[src/rtl/dbgcp_defs.svh]
// Constants for the debug coprocessor access block: opcode fields, register selectors,
// control bit positions and reset values. Assumes inclusion by bare name.
`ifndef DBGCP_DEFS_SVH
`define DBGCP_DEFS_SVH

`define DBGCP_OPC1_DEBUG      3'h0
`define DBGCP_OPC2_ZERO       3'h0
`define DBGCP_CRN_C0          4'h0
`define DBGCP_CRN_C1          4'h1
`define DBGCP_CRN_C2          4'h2
`define DBGCP_CRM_C0          4'h0
`define DBGCP_CRM_C1          4'h1
`define DBGCP_CRM_C5          4'h5
`define DBGCP_DSCR_UDIS_BIT   12
`define DBGCP_DSCR_FLAGS_HI   31
`define DBGCP_DSCR_FLAGS_LO   28
`define DBGCP_DSCR_HALT_BIT   0
`define DBGCP_DSCR_RXFULL_BIT 30
`define DBGCP_DSCR_TXFULL_BIT 29
`define DBGCP_DSCR_MONEN_BIT  15
`define DBGCP_DSCR_HALTEN_BIT 14
`define DBGCP_DSCR_RESET      32'h0000_0000
`define DBGCP_WORD_ZERO       32'h0000_0000
`define DBGCP_MODE_USER       5'h10

`endif

[src/rtl/dbgcp_pkg.sv]
// Types for the debug coprocessor access block.
// Assumes dbgcp_defs.svh is on the include path.
package dbgcp_pkg;
    // Coprocessor operation kind
    typedef enum logic [2:0] {
        DBGCP_OP_NONE = 3'b000,
        DBGCP_OP_MRC  = 3'b001,
        DBGCP_OP_MCR  = 3'b010,
        DBGCP_OP_STC  = 3'b011,
        DBGCP_OP_LDC  = 3'b100
    } dbgcp_op_t;

    // Core run state
    typedef enum logic [1:0] {
        DBGCP_RUN    = 2'b00,
        DBGCP_HALTED = 2'b01,
        DBGCP_EXC    = 2'b10
    } dbgcp_state_t;

    // Result of instruction decode
    typedef enum logic [3:0] {
        DBGCP_SEL_NONE  = 4'h0,
        DBGCP_SEL_ID    = 4'h1,
        DBGCP_SEL_TBASE = 4'h2,
        DBGCP_SEL_SELF  = 4'h3,
        DBGCP_SEL_RX    = 4'h4,
        DBGCP_SEL_TX    = 4'h5,
        DBGCP_SEL_DSCR  = 4'h6,
        DBGCP_SEL_FLAGS = 4'h7
    } dbgcp_sel_t;
endpackage : dbgcp_pkg

[src/rtl/dbgcp_decode.sv]
// Decoder for debug coprocessor instruction fields into a register selector.
// Assumes fields already extracted by the pipeline; purely combinational.
`timescale 1ns/100ps
`include "dbgcp_defs.svh"
module dbgcp_decode (
    input  wire dbgcp_pkg::dbgcp_op_t  i_op,
    input  wire logic [2:0]            i_opc1,
    input  wire logic [3:0]            i_crn,
    input  wire logic [3:0]            i_crm,
    input  wire logic [2:0]            i_opc2,
    input  wire logic                  i_rt_is_pc,
    output dbgcp_pkg::dbgcp_sel_t      o_sel
);
    import dbgcp_pkg::*;

    logic opc_ok;

    // Opcode1 zero and opcode2 zero are needed for any MRC or MCR debug register; STC and LDC check CRn only
    assign opc_ok = (i_opc1 == `DBGCP_OPC1_DEBUG) && (i_opc2 == `DBGCP_OPC2_ZERO);

    // Map the supported encodings; all others fall to none (undefined)
    always_comb begin
        o_sel = DBGCP_SEL_NONE;
        case (i_op)
            DBGCP_OP_MRC: begin
                if (opc_ok && i_crm == `DBGCP_CRM_C0 && i_crn == `DBGCP_CRN_C0) begin
                    o_sel = DBGCP_SEL_ID;
                end else if (opc_ok && i_crm == `DBGCP_CRM_C0 && i_crn == `DBGCP_CRN_C1) begin
                    o_sel = DBGCP_SEL_TBASE;
                end else if (opc_ok && i_crm == `DBGCP_CRM_C0 && i_crn == `DBGCP_CRN_C2) begin
                    o_sel = DBGCP_SEL_SELF;
                end else if (opc_ok && i_crm == `DBGCP_CRM_C5 && i_crn == `DBGCP_CRN_C0) begin
                    o_sel = DBGCP_SEL_RX;
                end else if (opc_ok && i_crm == `DBGCP_CRM_C1 && i_crn == `DBGCP_CRN_C0) begin
                    o_sel = i_rt_is_pc ? DBGCP_SEL_FLAGS : DBGCP_SEL_DSCR;
                end
            end
            DBGCP_OP_MCR: begin
                if (opc_ok && i_crm == `DBGCP_CRM_C5 && i_crn == `DBGCP_CRN_C0) begin
                    o_sel = DBGCP_SEL_TX;
                end
            end
            DBGCP_OP_STC: begin
                if (i_crn == `DBGCP_CRM_C5) begin
                    o_sel = DBGCP_SEL_RX;
                end
            end
            DBGCP_OP_LDC: begin
                if (i_crn == `DBGCP_CRM_C5) begin
                    o_sel = DBGCP_SEL_TX;
                end
            end
            default: o_sel = DBGCP_SEL_NONE;
        endcase
    end
endmodule : dbgcp_decode

[src/rtl/dbgcp_access.sv]
// Debug coprocessor access and halting/monitor control for one core.
// Assumes pipeline presents one coprocessor request per cycle with a strobe, and that the
// APB slave elsewhere drives the debugger-side transfer and control strobes given here.
// Debugger-side strobes are single-cycle pulses, and the status view shown to it is live.
`timescale 1ns/100ps
`include "dbgcp_defs.svh"
module dbgcp_access #(
    parameter logic [31:0] ID_VALUE    = 32'h0000_0000, // Arbitrary identification value
    parameter logic [31:0] TBASE_VALUE = 32'h0000_0000,
    parameter logic [31:0] SELF_VALUE  = 32'h0000_0000,
    parameter int          DATA_W      = 32
) (
    input  wire logic                  I_CORE_CLK,
    input  wire logic                  I_RST,
    // Pipeline request
    input  wire logic                  i_cp_valid,
    input  wire dbgcp_pkg::dbgcp_op_t  i_cp_op,
    input  wire logic [2:0]            i_cp_opc1,
    input  wire logic [3:0]            i_cp_crn,
    input  wire logic [3:0]            i_cp_crm,
    input  wire logic [2:0]            i_cp_opc2,
    input  wire logic                  i_cp_rt_is_pc,
    input  wire logic [DATA_W-1:0]     i_cp_wdata,
    input  wire logic [4:0]            i_cpu_mode,
    input  wire logic                  i_debug_event,
    input  wire logic                  i_restart,
    // Debugger side, from the APB3 slave of this core
    input  wire logic                  i_ext_dscr_we,
    input  wire logic [DATA_W-1:0]     i_ext_dscr_wdata,
    input  wire logic                  i_ext_rx_we,
    input  wire logic [DATA_W-1:0]     i_ext_rx_wdata,
    input  wire logic                  i_ext_tx_re,
    // Pipeline answer
    output logic                       o_cp_done,
    output logic                       o_cp_undef,
    output logic [DATA_W-1:0]          o_cp_rdata,
    output logic                       o_cp_flags_we,
    output logic [3:0]                 o_cp_flags,
    // Core control
    output logic                       o_halted,
    output logic                       o_debug_exc,
    // Debugger side outputs
    output logic [DATA_W-1:0]          o_ext_dscr,
    output logic [DATA_W-1:0]          o_ext_tx_data
);
    import dbgcp_pkg::*;

    // Elaboration check: the status view and the flag slice assume a 32-bit word
    if (DATA_W != 32) begin : g_width_check
        $error("dbgcp_access: DATA_W must be 32");
    end

    // All module state in one record
    typedef struct packed {
        dbgcp_state_t        st;
        logic [DATA_W-1:0]   dscr;
        logic [DATA_W-1:0]   rx;
        logic [DATA_W-1:0]   tx;
        logic                rx_full;
        logic                tx_full;
        logic                done;
        logic                undef;
        logic                flags_we;
        logic [3:0]          flags;
        logic [DATA_W-1:0]   rdata;
        logic                exc;
    } dbgcp_regs_t;

    dbgcp_regs_t r_r;
    dbgcp_regs_t r_nxt;
    dbgcp_sel_t  sel;
    logic        in_debug;
    logic        user_mode;
    logic        permit;
    logic [DATA_W-1:0] dscr_view;

    dbgcp_decode u_decode (
        .i_op       (i_cp_op),
        .i_opc1     (i_cp_opc1),
        .i_crn      (i_cp_crn),
        .i_crm      (i_cp_crm),
        .i_opc2     (i_cp_opc2),
        .i_rt_is_pc (i_cp_rt_is_pc),
        .o_sel      (sel)
    );

    // Permission check; debug state overrides mode and disable bit
    assign in_debug  = (r_r.st == DBGCP_HALTED);
    assign user_mode = (i_cpu_mode == `DBGCP_MODE_USER);
    assign permit    = in_debug
                     || !user_mode
                     || !r_r.dscr[`DBGCP_DSCR_UDIS_BIT];

    // Internal status view with live halt and channel flags
    // Bits 0, 29 and 30 are overlaid so that no reader sees a stale copy
    always_comb begin
        dscr_view = r_r.dscr;
        dscr_view[`DBGCP_DSCR_HALT_BIT]   = in_debug;
        dscr_view[`DBGCP_DSCR_RXFULL_BIT] = r_r.rx_full;
        dscr_view[`DBGCP_DSCR_TXFULL_BIT] = r_r.tx_full;
    end

    // Next-state logic
    always_comb begin
        r_nxt          = r_r;
        r_nxt.done     = 1'b0;
        r_nxt.undef    = 1'b0;
        r_nxt.flags_we = 1'b0;
        r_nxt.exc      = 1'b0;

        // Debugger-side accesses through the per-core APB3 port
        if (i_ext_dscr_we) begin
            r_nxt.dscr = i_ext_dscr_wdata;
        end
        if (i_ext_rx_we) begin
            r_nxt.rx      = i_ext_rx_wdata;
            r_nxt.rx_full = 1'b1;
        end
        if (i_ext_tx_re) begin
            r_nxt.tx_full = 1'b0;
        end

        // Coprocessor instruction
        if (i_cp_valid) begin
            r_nxt.done = 1'b1;
            // A refused access has no side effect; it only answers with undef
            if (sel == DBGCP_SEL_NONE) begin
                r_nxt.undef = 1'b1;
            end else if (!permit) begin
                r_nxt.undef = 1'b1;
            end else begin
                case (sel)
                    DBGCP_SEL_ID:    r_nxt.rdata = ID_VALUE;
                    DBGCP_SEL_TBASE: r_nxt.rdata = TBASE_VALUE;
                    DBGCP_SEL_SELF:  r_nxt.rdata = SELF_VALUE;
                    DBGCP_SEL_RX: begin
                        r_nxt.rdata = r_r.rx;
                        // A debugger write in the same cycle keeps the word full: set wins
                        if (!i_ext_rx_we) begin
                            r_nxt.rx_full = 1'b0;
                        end
                    end
                    DBGCP_SEL_TX: begin
                        // Applied after a same-cycle debugger read, so tx stays full: set wins
                        r_nxt.tx      = i_cp_wdata;
                        r_nxt.tx_full = 1'b1;
                    end
                    DBGCP_SEL_DSCR:  r_nxt.rdata = dscr_view;
                    DBGCP_SEL_FLAGS: begin
                        r_nxt.flags    = dscr_view[`DBGCP_DSCR_FLAGS_HI:`DBGCP_DSCR_FLAGS_LO];
                        r_nxt.flags_we = 1'b1;
                    end
                    default: r_nxt.undef = 1'b1;
                endcase
            end
        end

        // Debug method selection on a debug event
        // Halting wins when both methods are enabled; events are ignored while
        // halted and in the single exception cycle
        case (r_r.st)
            DBGCP_RUN: begin
                if (i_debug_event) begin
                    if (r_r.dscr[`DBGCP_DSCR_HALTEN_BIT]) begin
                        r_nxt.st = DBGCP_HALTED;
                    end else if (r_r.dscr[`DBGCP_DSCR_MONEN_BIT]) begin
                        r_nxt.st  = DBGCP_EXC;
                        r_nxt.exc = 1'b1;
                    end
                end
            end
            DBGCP_HALTED: begin
                if (i_restart) begin
                    r_nxt.st = DBGCP_RUN;
                end
            end
            DBGCP_EXC: r_nxt.st = DBGCP_RUN;
            default:   r_nxt.st = DBGCP_RUN;
        endcase
    end

    // State register
    // Reset loads constants only; the status register returns with no method enabled
    always_ff @(posedge I_CORE_CLK) begin
        if (I_RST) begin
            r_r <= '{st: DBGCP_RUN, dscr: `DBGCP_DSCR_RESET, rx: `DBGCP_WORD_ZERO,
                     tx: `DBGCP_WORD_ZERO, rx_full: 1'b0, tx_full: 1'b0, done: 1'b0,
                     undef: 1'b0, flags_we: 1'b0, flags: 4'h0, rdata: `DBGCP_WORD_ZERO,
                     exc: 1'b0};
        end else begin
            r_r <= r_nxt;
        end
    end

    // Outputs
    assign o_cp_done     = r_r.done;
    assign o_cp_undef    = r_r.undef;
    assign o_cp_rdata    = r_r.rdata;
    assign o_cp_flags_we = r_r.flags_we;
    assign o_cp_flags    = r_r.flags;
    // Halt flag comes straight from the state field so it never lags the status view
    assign o_halted      = in_debug;
    assign o_debug_exc   = r_r.exc;
    assign o_ext_dscr    = dscr_view;
    assign o_ext_tx_data = r_r.tx;
endmodule : dbgcp_access

[config.mk]
export PLATFORM = sky130hd
export DESIGN_NAME = dbgcp_access
export DESIGN_NICKNAME = d
export VERILOG_FILES = /design/src/rtl/dbgcp_pkg.sv /design/src/rtl/dbgcp_decode.sv /design/src/rtl/dbgcp_access.sv
export VERILOG_INCLUDE_DIRS = /design/src /design/src/rtl
export SDC_FILE = /design/constraint.sdc
export NUM_CORES = 1
export LEC_CHECK = 0
export BUFFER_PORTS_ARGS = -buffer_cell sky130_fd_sc_hd__buf_2
export CAP_MARGIN = 25
export CORE_MARGIN = 4
export CORE_UTILIZATION = 54
export DETAILED_ROUTE_END_ITERATION = 8
export GPL_TIMING_DRIVEN = 0
export HOLD_SLACK_MARGIN = 0.03
export PLACE_DENSITY_LB_ADDON = 0.12
export SYNTH_ARGS = -nofsm -noshare
export SYNTH_HDL_FRONTEND = slang
export SYNTH_SLANG_ARGS = --single-unit
[constraint.sdc]
create_clock -name I_CORE_CLK -period 3.43 [get_ports I_CORE_CLK]
set_input_delay 0.686 -clock I_CORE_CLK [delete_from_list [all_inputs] [get_ports I_CORE_CLK]]
set_output_delay 0.686 -clock I_CORE_CLK [all_outputs]
set_load 0.1 [all_outputs]
# After elaboration in Yosys (flattened, before gate mapping)
# Cells that the tools add are included.
# Widths: inputs -> output; s select.
classes:
  reduce_logical: 29
  n_bitwise: 5
  eq_ne: 21
  n_mux: 31
op_table:
  columns: ["operator", "count"]
  rows:
  - ["$pmux 32 s3", 1]
  - ["$mux 37", 2]
  - ["$mux 41", 1]
  - ["$eq 4x3->1 const B", 6]
  - ["$mux 4", 5]
  - ["$pmux 4 s4", 1]
  - ["$eq 4x1->1 const B", 3]
  - ["$eq 4x2->1 const B", 3]
  - ["$logic_not 4->1", 3]
  - ["$mux 2", 6]
  - ["$reduce_and 4->1", 3]
  - ["$mux 1", 10]
  - ["$logic_and 1x1->1", 9]
  - ["$mux 3", 3]
  - ["$reduce_or 4->1", 2]
  - ["$reduce_or 7->1", 1]
  - ["$eq 3x2->1 const B", 2]
  - ["$logic_not 3->1", 2]
  - ["$eq 5x5->1 const B", 1]
  - ["$mux 5", 1]
  - ["$not 1->1", 5]
  - ["$ne 2x2->1 const B", 2]
  - ["$pmux 2 s2", 1]
  - ["$eq 3x1->1 const B", 1]
  - ["other kinds (10)", 12]
word_totals:
  word_cells: 98
  register_bits: 140
  input_bits: 127

# Longest topological paths before layout
logic_depth:
  ltp_word: 16
  depth_mapped: 7
  depth_no_buf: 5

# Cells and area by module
# From an unflattened synthesis, not the netlist that was laid out.
hier_totals:
  hier_cells: 667
  area_unflattened_um2: 6212.2
modules_own_cells:
  columns: ["module", "seq_area_each_um2", "cells_per_inst", "instances", "area_per_inst_um2"]
  rows:
  - ["dbgcp_access", 2742.6, 636, 1, 6000.8]
  - ["dbgcp_decode", 0.0, 31, 1, 211.5]

# Worst setup path before layout
# No wires, ideal clock.
synth_timing:
  kind: "input -> register"
  startpoint: "input i_cp_opc2[1]"
  endpoint: "register r_r (netlist bit o_cp_rdata[10])"
  setup_slack_ns: 0.929
  t_required_ns: 3.352
  setup_ns: 0.078
  arrival_time_ns: 2.423
  path_stages: 6
  path_cell_list: "nor4_4 > nand4_2 > or3_1 > a2111o_1 > buf_2 > a32oi_1"
synth_between:
  elab_chain_cells: 14
  word_cells_on_any_way: 28
synth_rtl:
  columns: ["element", "line", "text"]
  rows:
  - ["from (decl)", "dbgcp_access.sv:21", "input wire logic [2:0] i_cp_opc2,"]
  - ["$logic_not 3->1 (no line) *", null, null]
  - ["$logic_and 1x1->1 *", "dbgcp_decode.sv:19", "assign opc_ok = (i_opc1 == `DBGCP_OPC1_DEBUG) && (i_opc2 == `DBGCP_OPC2_ZERO);"]
  - ["$logic_and 1x1->1 (no line) (2 in series)", null, null]
  - ["$mux 4", "dbgcp_decode.sv:34", "end else if (opc_ok && i_crm == `DBGCP_CRM_C1 && i_crn == `DBGCP_CRN_C0) begin"]
  - ["$mux 4", "dbgcp_decode.sv:32", "end else if (opc_ok && i_crm == `DBGCP_CRM_C5 && i_crn == `DBGCP_CRN_C0) begin"]
  - ["$mux 4", "dbgcp_decode.sv:30", "end else if (opc_ok && i_crm == `DBGCP_CRM_C0 && i_crn == `DBGCP_CRN_C2) begin"]
  - ["$mux 4", "dbgcp_decode.sv:28", "end else if (opc_ok && i_crm == `DBGCP_CRM_C0 && i_crn == `DBGCP_CRN_C1) begin"]
  - ["$mux 4", "dbgcp_decode.sv:26", "if (opc_ok && i_crm == `DBGCP_CRM_C0 && i_crn == `DBGCP_CRN_C0) begin"]
  - ["$pmux 4 s4 *", "dbgcp_decode.sv:24", "case (i_op)"]
  - ["$eq 4x2->1 / $eq 4x1->1 (equally long branches)", "dbgcp_access.sv:132", "case (sel)"]
  - ["$reduce_or 3->1 (no line)", null, null]
  - ["$reduce_bool 3->1 (no line)", null, null]
  - ["$reduce_and 4->1 (no line)", null, null]
  - ["to (signal assigned)", "dbgcp_access.sv:186", "r_r <= '{st: DBGCP_RUN, dscr: `DBGCP_DSCR_RESET, rx: `DBGCP_WORD_ZERO,"]
  - ["to (signal assigned)", "dbgcp_access.sv:191", "r_r <= r_nxt;"]
  - ["to (decl)", "dbgcp_access.sv:69", "dbgcp_regs_t r_r;"]
# Mark *: on every way between the ends. The rest lies on a longest branch, timed or not.
# A chain may end at the register's enable or synchronous reset.

# Worst setup path after layout
layout_timing:
  startpoint: "input i_cp_op[2]"
  endpoint: "register r_r (netlist bit o_cp_rdata[5])"
layout_between:
  elab_chain_cells: 6
  word_cells_on_any_way: 16
layout_rtl:
  columns: ["element", "line", "text"]
  rows:
  - ["from (decl)", "dbgcp_access.sv:17", "input wire dbgcp_pkg::dbgcp_op_t i_cp_op,"]
  - ["$eq 3x3->1, or another cell as far along", "dbgcp_decode.sv:24", null]
  - ["$pmux 4 s4 *", "dbgcp_decode.sv:24", null]
  - ["$eq 4x2->1 / $eq 4x1->1 (equally long branches)", "dbgcp_access.sv:132", null]
  - ["$reduce_or 3->1 (no line)", null, null]
  - ["$reduce_bool 3->1 (no line)", null, null]
  - ["$reduce_and 4->1 (no line)", null, null]
# Marked as above.

==> impl_metrics.csv <==
group,metric,value,unit
global_route,grt_overflow,0,
route,drt_iter0_drc,337,
timing,maxSlewHeadroom,23.0,%
setup_path,r2r_cells,6,
timing,maxSlewViolCount,0,
global_route,grt_first_pass_wirelength,29800,um
pwr,irDropWorstVdd,0.000344,V
setup_path,worstSetupStartpointType,"primary input",
timing,finalClockSkew,0.00751,ns
cts,clockBufferDepth,2,
global_route,antenna_found_initial,0,
synth,synth_seq_cells,137,
synth,yosysWarningCount,0,
pwr,powerDensity,478,nW/um^2
global_route,grt_usage,26.5,%
route,wl_per_cell,16.8,um
layout,antenna_cells,0,
run_status,status,"finished, final reports clean",
setup_path,cp-startpoint,"i_cp_op[2]",
setup_path,cp-end-kind,"flop",
timing,fmax,342,MHz
min_path,hp-start,"r_r[139]",
layout,final_common_cell,"buf_2",
cts,cts_made_buffers,17,
timing,setup_viol,0,
route,drtPass1Iterations,6,
layout,layout-drive-gt1-share,37.5,%
setup_path,slowest_stage,"nor4_1",
synth,synth.area.mux_share,10.2,%
setup_path,cp_max_fo,10,
synth,syn_nets,841,
route,via_count,5960,
setup_path,max_stage_delay,0.91,ns
floorplanning,rows,39,
floorplanning,die_area,13900,sq um
min_path,min_to,"r_r[138]",
floorplanning,initial_utilization,56.1,%
timing,worst_slew_pin_slew,1.14,ns
synth,synth.distinct_cells,41,
route,ant_nets,0,
global_route,grt_pass1_vias,5997,
route,finalWirelength,18700,um
timing,period_minus_slack,2.92,ns
cts,post_cts_buffers,0,
placement,place_ws,0.232,ns
cts,cts_resized,0,
placement,dp_hpwl,13700,um
synth,synth_top_family_by_area,"simple AND/OR/NAND/NOR gates",
cts,clk_pin_slew,0.06,ns
synth,synth_edf_count,0,
synth,yosysSeqAreaShare,42.1,%
setup_path,r2r_start,"r_r[138]",
synth,netlist_instances,714,
setup_path,rrSetupSlack,0.72,ns
min_path,hp-class,"flop to flop",
synth,synth_flop_cell,"dfxtp_1",
flow_run,max_cap_viol_count,0,
cts,clock_sinks,137,
min_path,holdPathStages,1,
cts,holdBufCountCts,0,
setup_path,crit_type,"primary input to flop",
global_route,grt_start_max_net_pins,17,
synth,postSynthAreaPerCell,9.13,sq um
route,drc,0,
timing,final_hold_viol_count,0,
route,via_per_inst,5.35,
timing,post-route-period-util,85.3,%
placement,port_buffers,225,
synth,synth_compound_area_share,11.0,%
cts,insertion_delay,0.42,ns
layout,syn2layout_area_growth,29.3,%
floorplanning,die_y,118,um
floorplanning,ios,232,
floorplanning,fp.dieW,118,um
timing,rsz0062_at_grt,"false",
timing,setup_tns,0,ns
synth,synthAdderAreaFrac,0.154,%
setup_path,cp.buffers_inverters,2,
cts,root_buffer,"clkbuf_16",
setup_path,reg2reg_to,"o_cp_rdata[5]",
placement,gp_congestion,0.870,
setup_path,required,3.76,ns
cts,cts_tree,"built",
pwr,leakagePower,0.00400,uW
setup_path,cp.arrival,3.26,ns
layout,final_nets,1085,
layout,layout_common_cells,"buf_2 (228), dfxtp_1 (137), buf_4 (100)",
synth,syn_area,6520,sq um
synth,synthXorXnorAreaFrac,0.134,%
setup_path,cp_cell_sequence,"buf_2, nor4_4, nand4_2, nor4_1, clkbuf_1, nand3_1, a32oi_1",
timing,fin_ws,0.506,ns
synth,yosys.area_share.simple,21.6,%
synth,synth-async-reset-ratio,0,%
timing,holdWs,0.440,ns
cts,h-tree-depth,4,
floorplanning,core,11600,sq um
setup_path,critPathTopFamily,"simple AND/OR/NAND/NOR gates",
flip-flops by register name (all words and copies together) (netlist names), 4 cells and up:
signal	count
r_r	34
o_cp_rdata	32
o_ext_tx_data	32
o_ext_dscr	31
o_cp_flags	4
worst max-delay path by stage:
stage                      to  cells past startpoint
2_1_floorplan  o_cp_rdata[10]                      6
5_1_grt        o_cp_rdata[13]                      7
6_report        o_cp_rdata[5]                      7
3_5_place_dp   o_cp_rdata[16]                      7
3_3_place_gp   o_cp_rdata[13]                      7
4_1_cts         o_cp_rdata[5]                      7
logic make-up (layout without fill, tap and decap cells):
logic type               after synthesis  after routing
AND/OR/NAND/NOR                      238            238
buffers and inverters                158            415
flip-flops                           137            137
AO/OA/AOI/OAI                        113            113
multiplexers                          66             66
adder cells (fa/ha/maj)                1              1
XOR/XNOR                               1              1
cell type report:
cell class,instances,area [sq um]
Multi-Input combinational cell,419,2800
Sequential cell,137,2740
Inverter,4,15.0
Buffer,154,957
Clock inverter,7,87.6
Timing Repair Buffer,225,1130
Tap cell,143,179
Fill cell,928,3190
Clock buffer,25,515
routing by layer:
layer	part of all wire [%]	global-route usage, %	vias to the layer above
met5	0	0	-
met4	2.3	9.82	0
met3	6.7	6.58	36
met2	50	45.6	235
met1	41	31.9	2802
li1	-	-	2887
metrics by stage:
stage               utilization (%)  cell area, sq um  instances  power (uW)
floorplan                         -              6520        714        2060
global placement               67.4              7820       1082        2210
detailed placement             67.4              7820       1082        2220
CTS                            72.5              8430       1114        4040
global route                   72.5              8430       1114        4150
finish                         72.5              8430       1114        4020
worst reg2reg max path, cell delays in order, from the launching register on:
cell and delay, ns:
dfxtp_1 0.38, nand2b_1 0.12, a41oi_1 0.78, o211ai_1 0.25
nor2_1 0.38, clkbuf_1 0.45, a32oi_1 0.19
Yosys cell counts (2+ instances only):
cell type | n | area (sq um)
and2_1 | 3 | 18.8
nor3b_1 | 2 | 15.0
nor4_4 | 2 | 42.5
nor2_1 | 66 | 248
nand4b_1 | 33 | 289
nand2b_1 | 74 | 463
nor4b_1 | 2 | 17.5
clkbuf_1 | 51 | 191
nand3_1 | 33 | 165
o21ai_0 | 68 | 340
a32oi_1 | 32 | 280
buf_2 | 3 | 15.0
dfxtp_1 | 137 | 2740
nand4_1 | 3 | 18.8
a21oi_1 | 2 | 10.0
mux2i_1 | 65 | 651
inv_1 | 4 | 15.0
nor4_1 | 2 | 12.5
buf_4 | 100 | 751
o21ai_1 | 2 | 10.0
a211oi_1 | 2 | 15.0
nand2_1 | 5 | 18.8
nor3_1 | 5 | 25.0
where the power goes:
part	total [uW]	switching [uW]	internal [uW]
combinational	514	343	171
sequential	1670	32.6	1640
clock	1840	657	1180
Power figures use the tool's default switching activity.
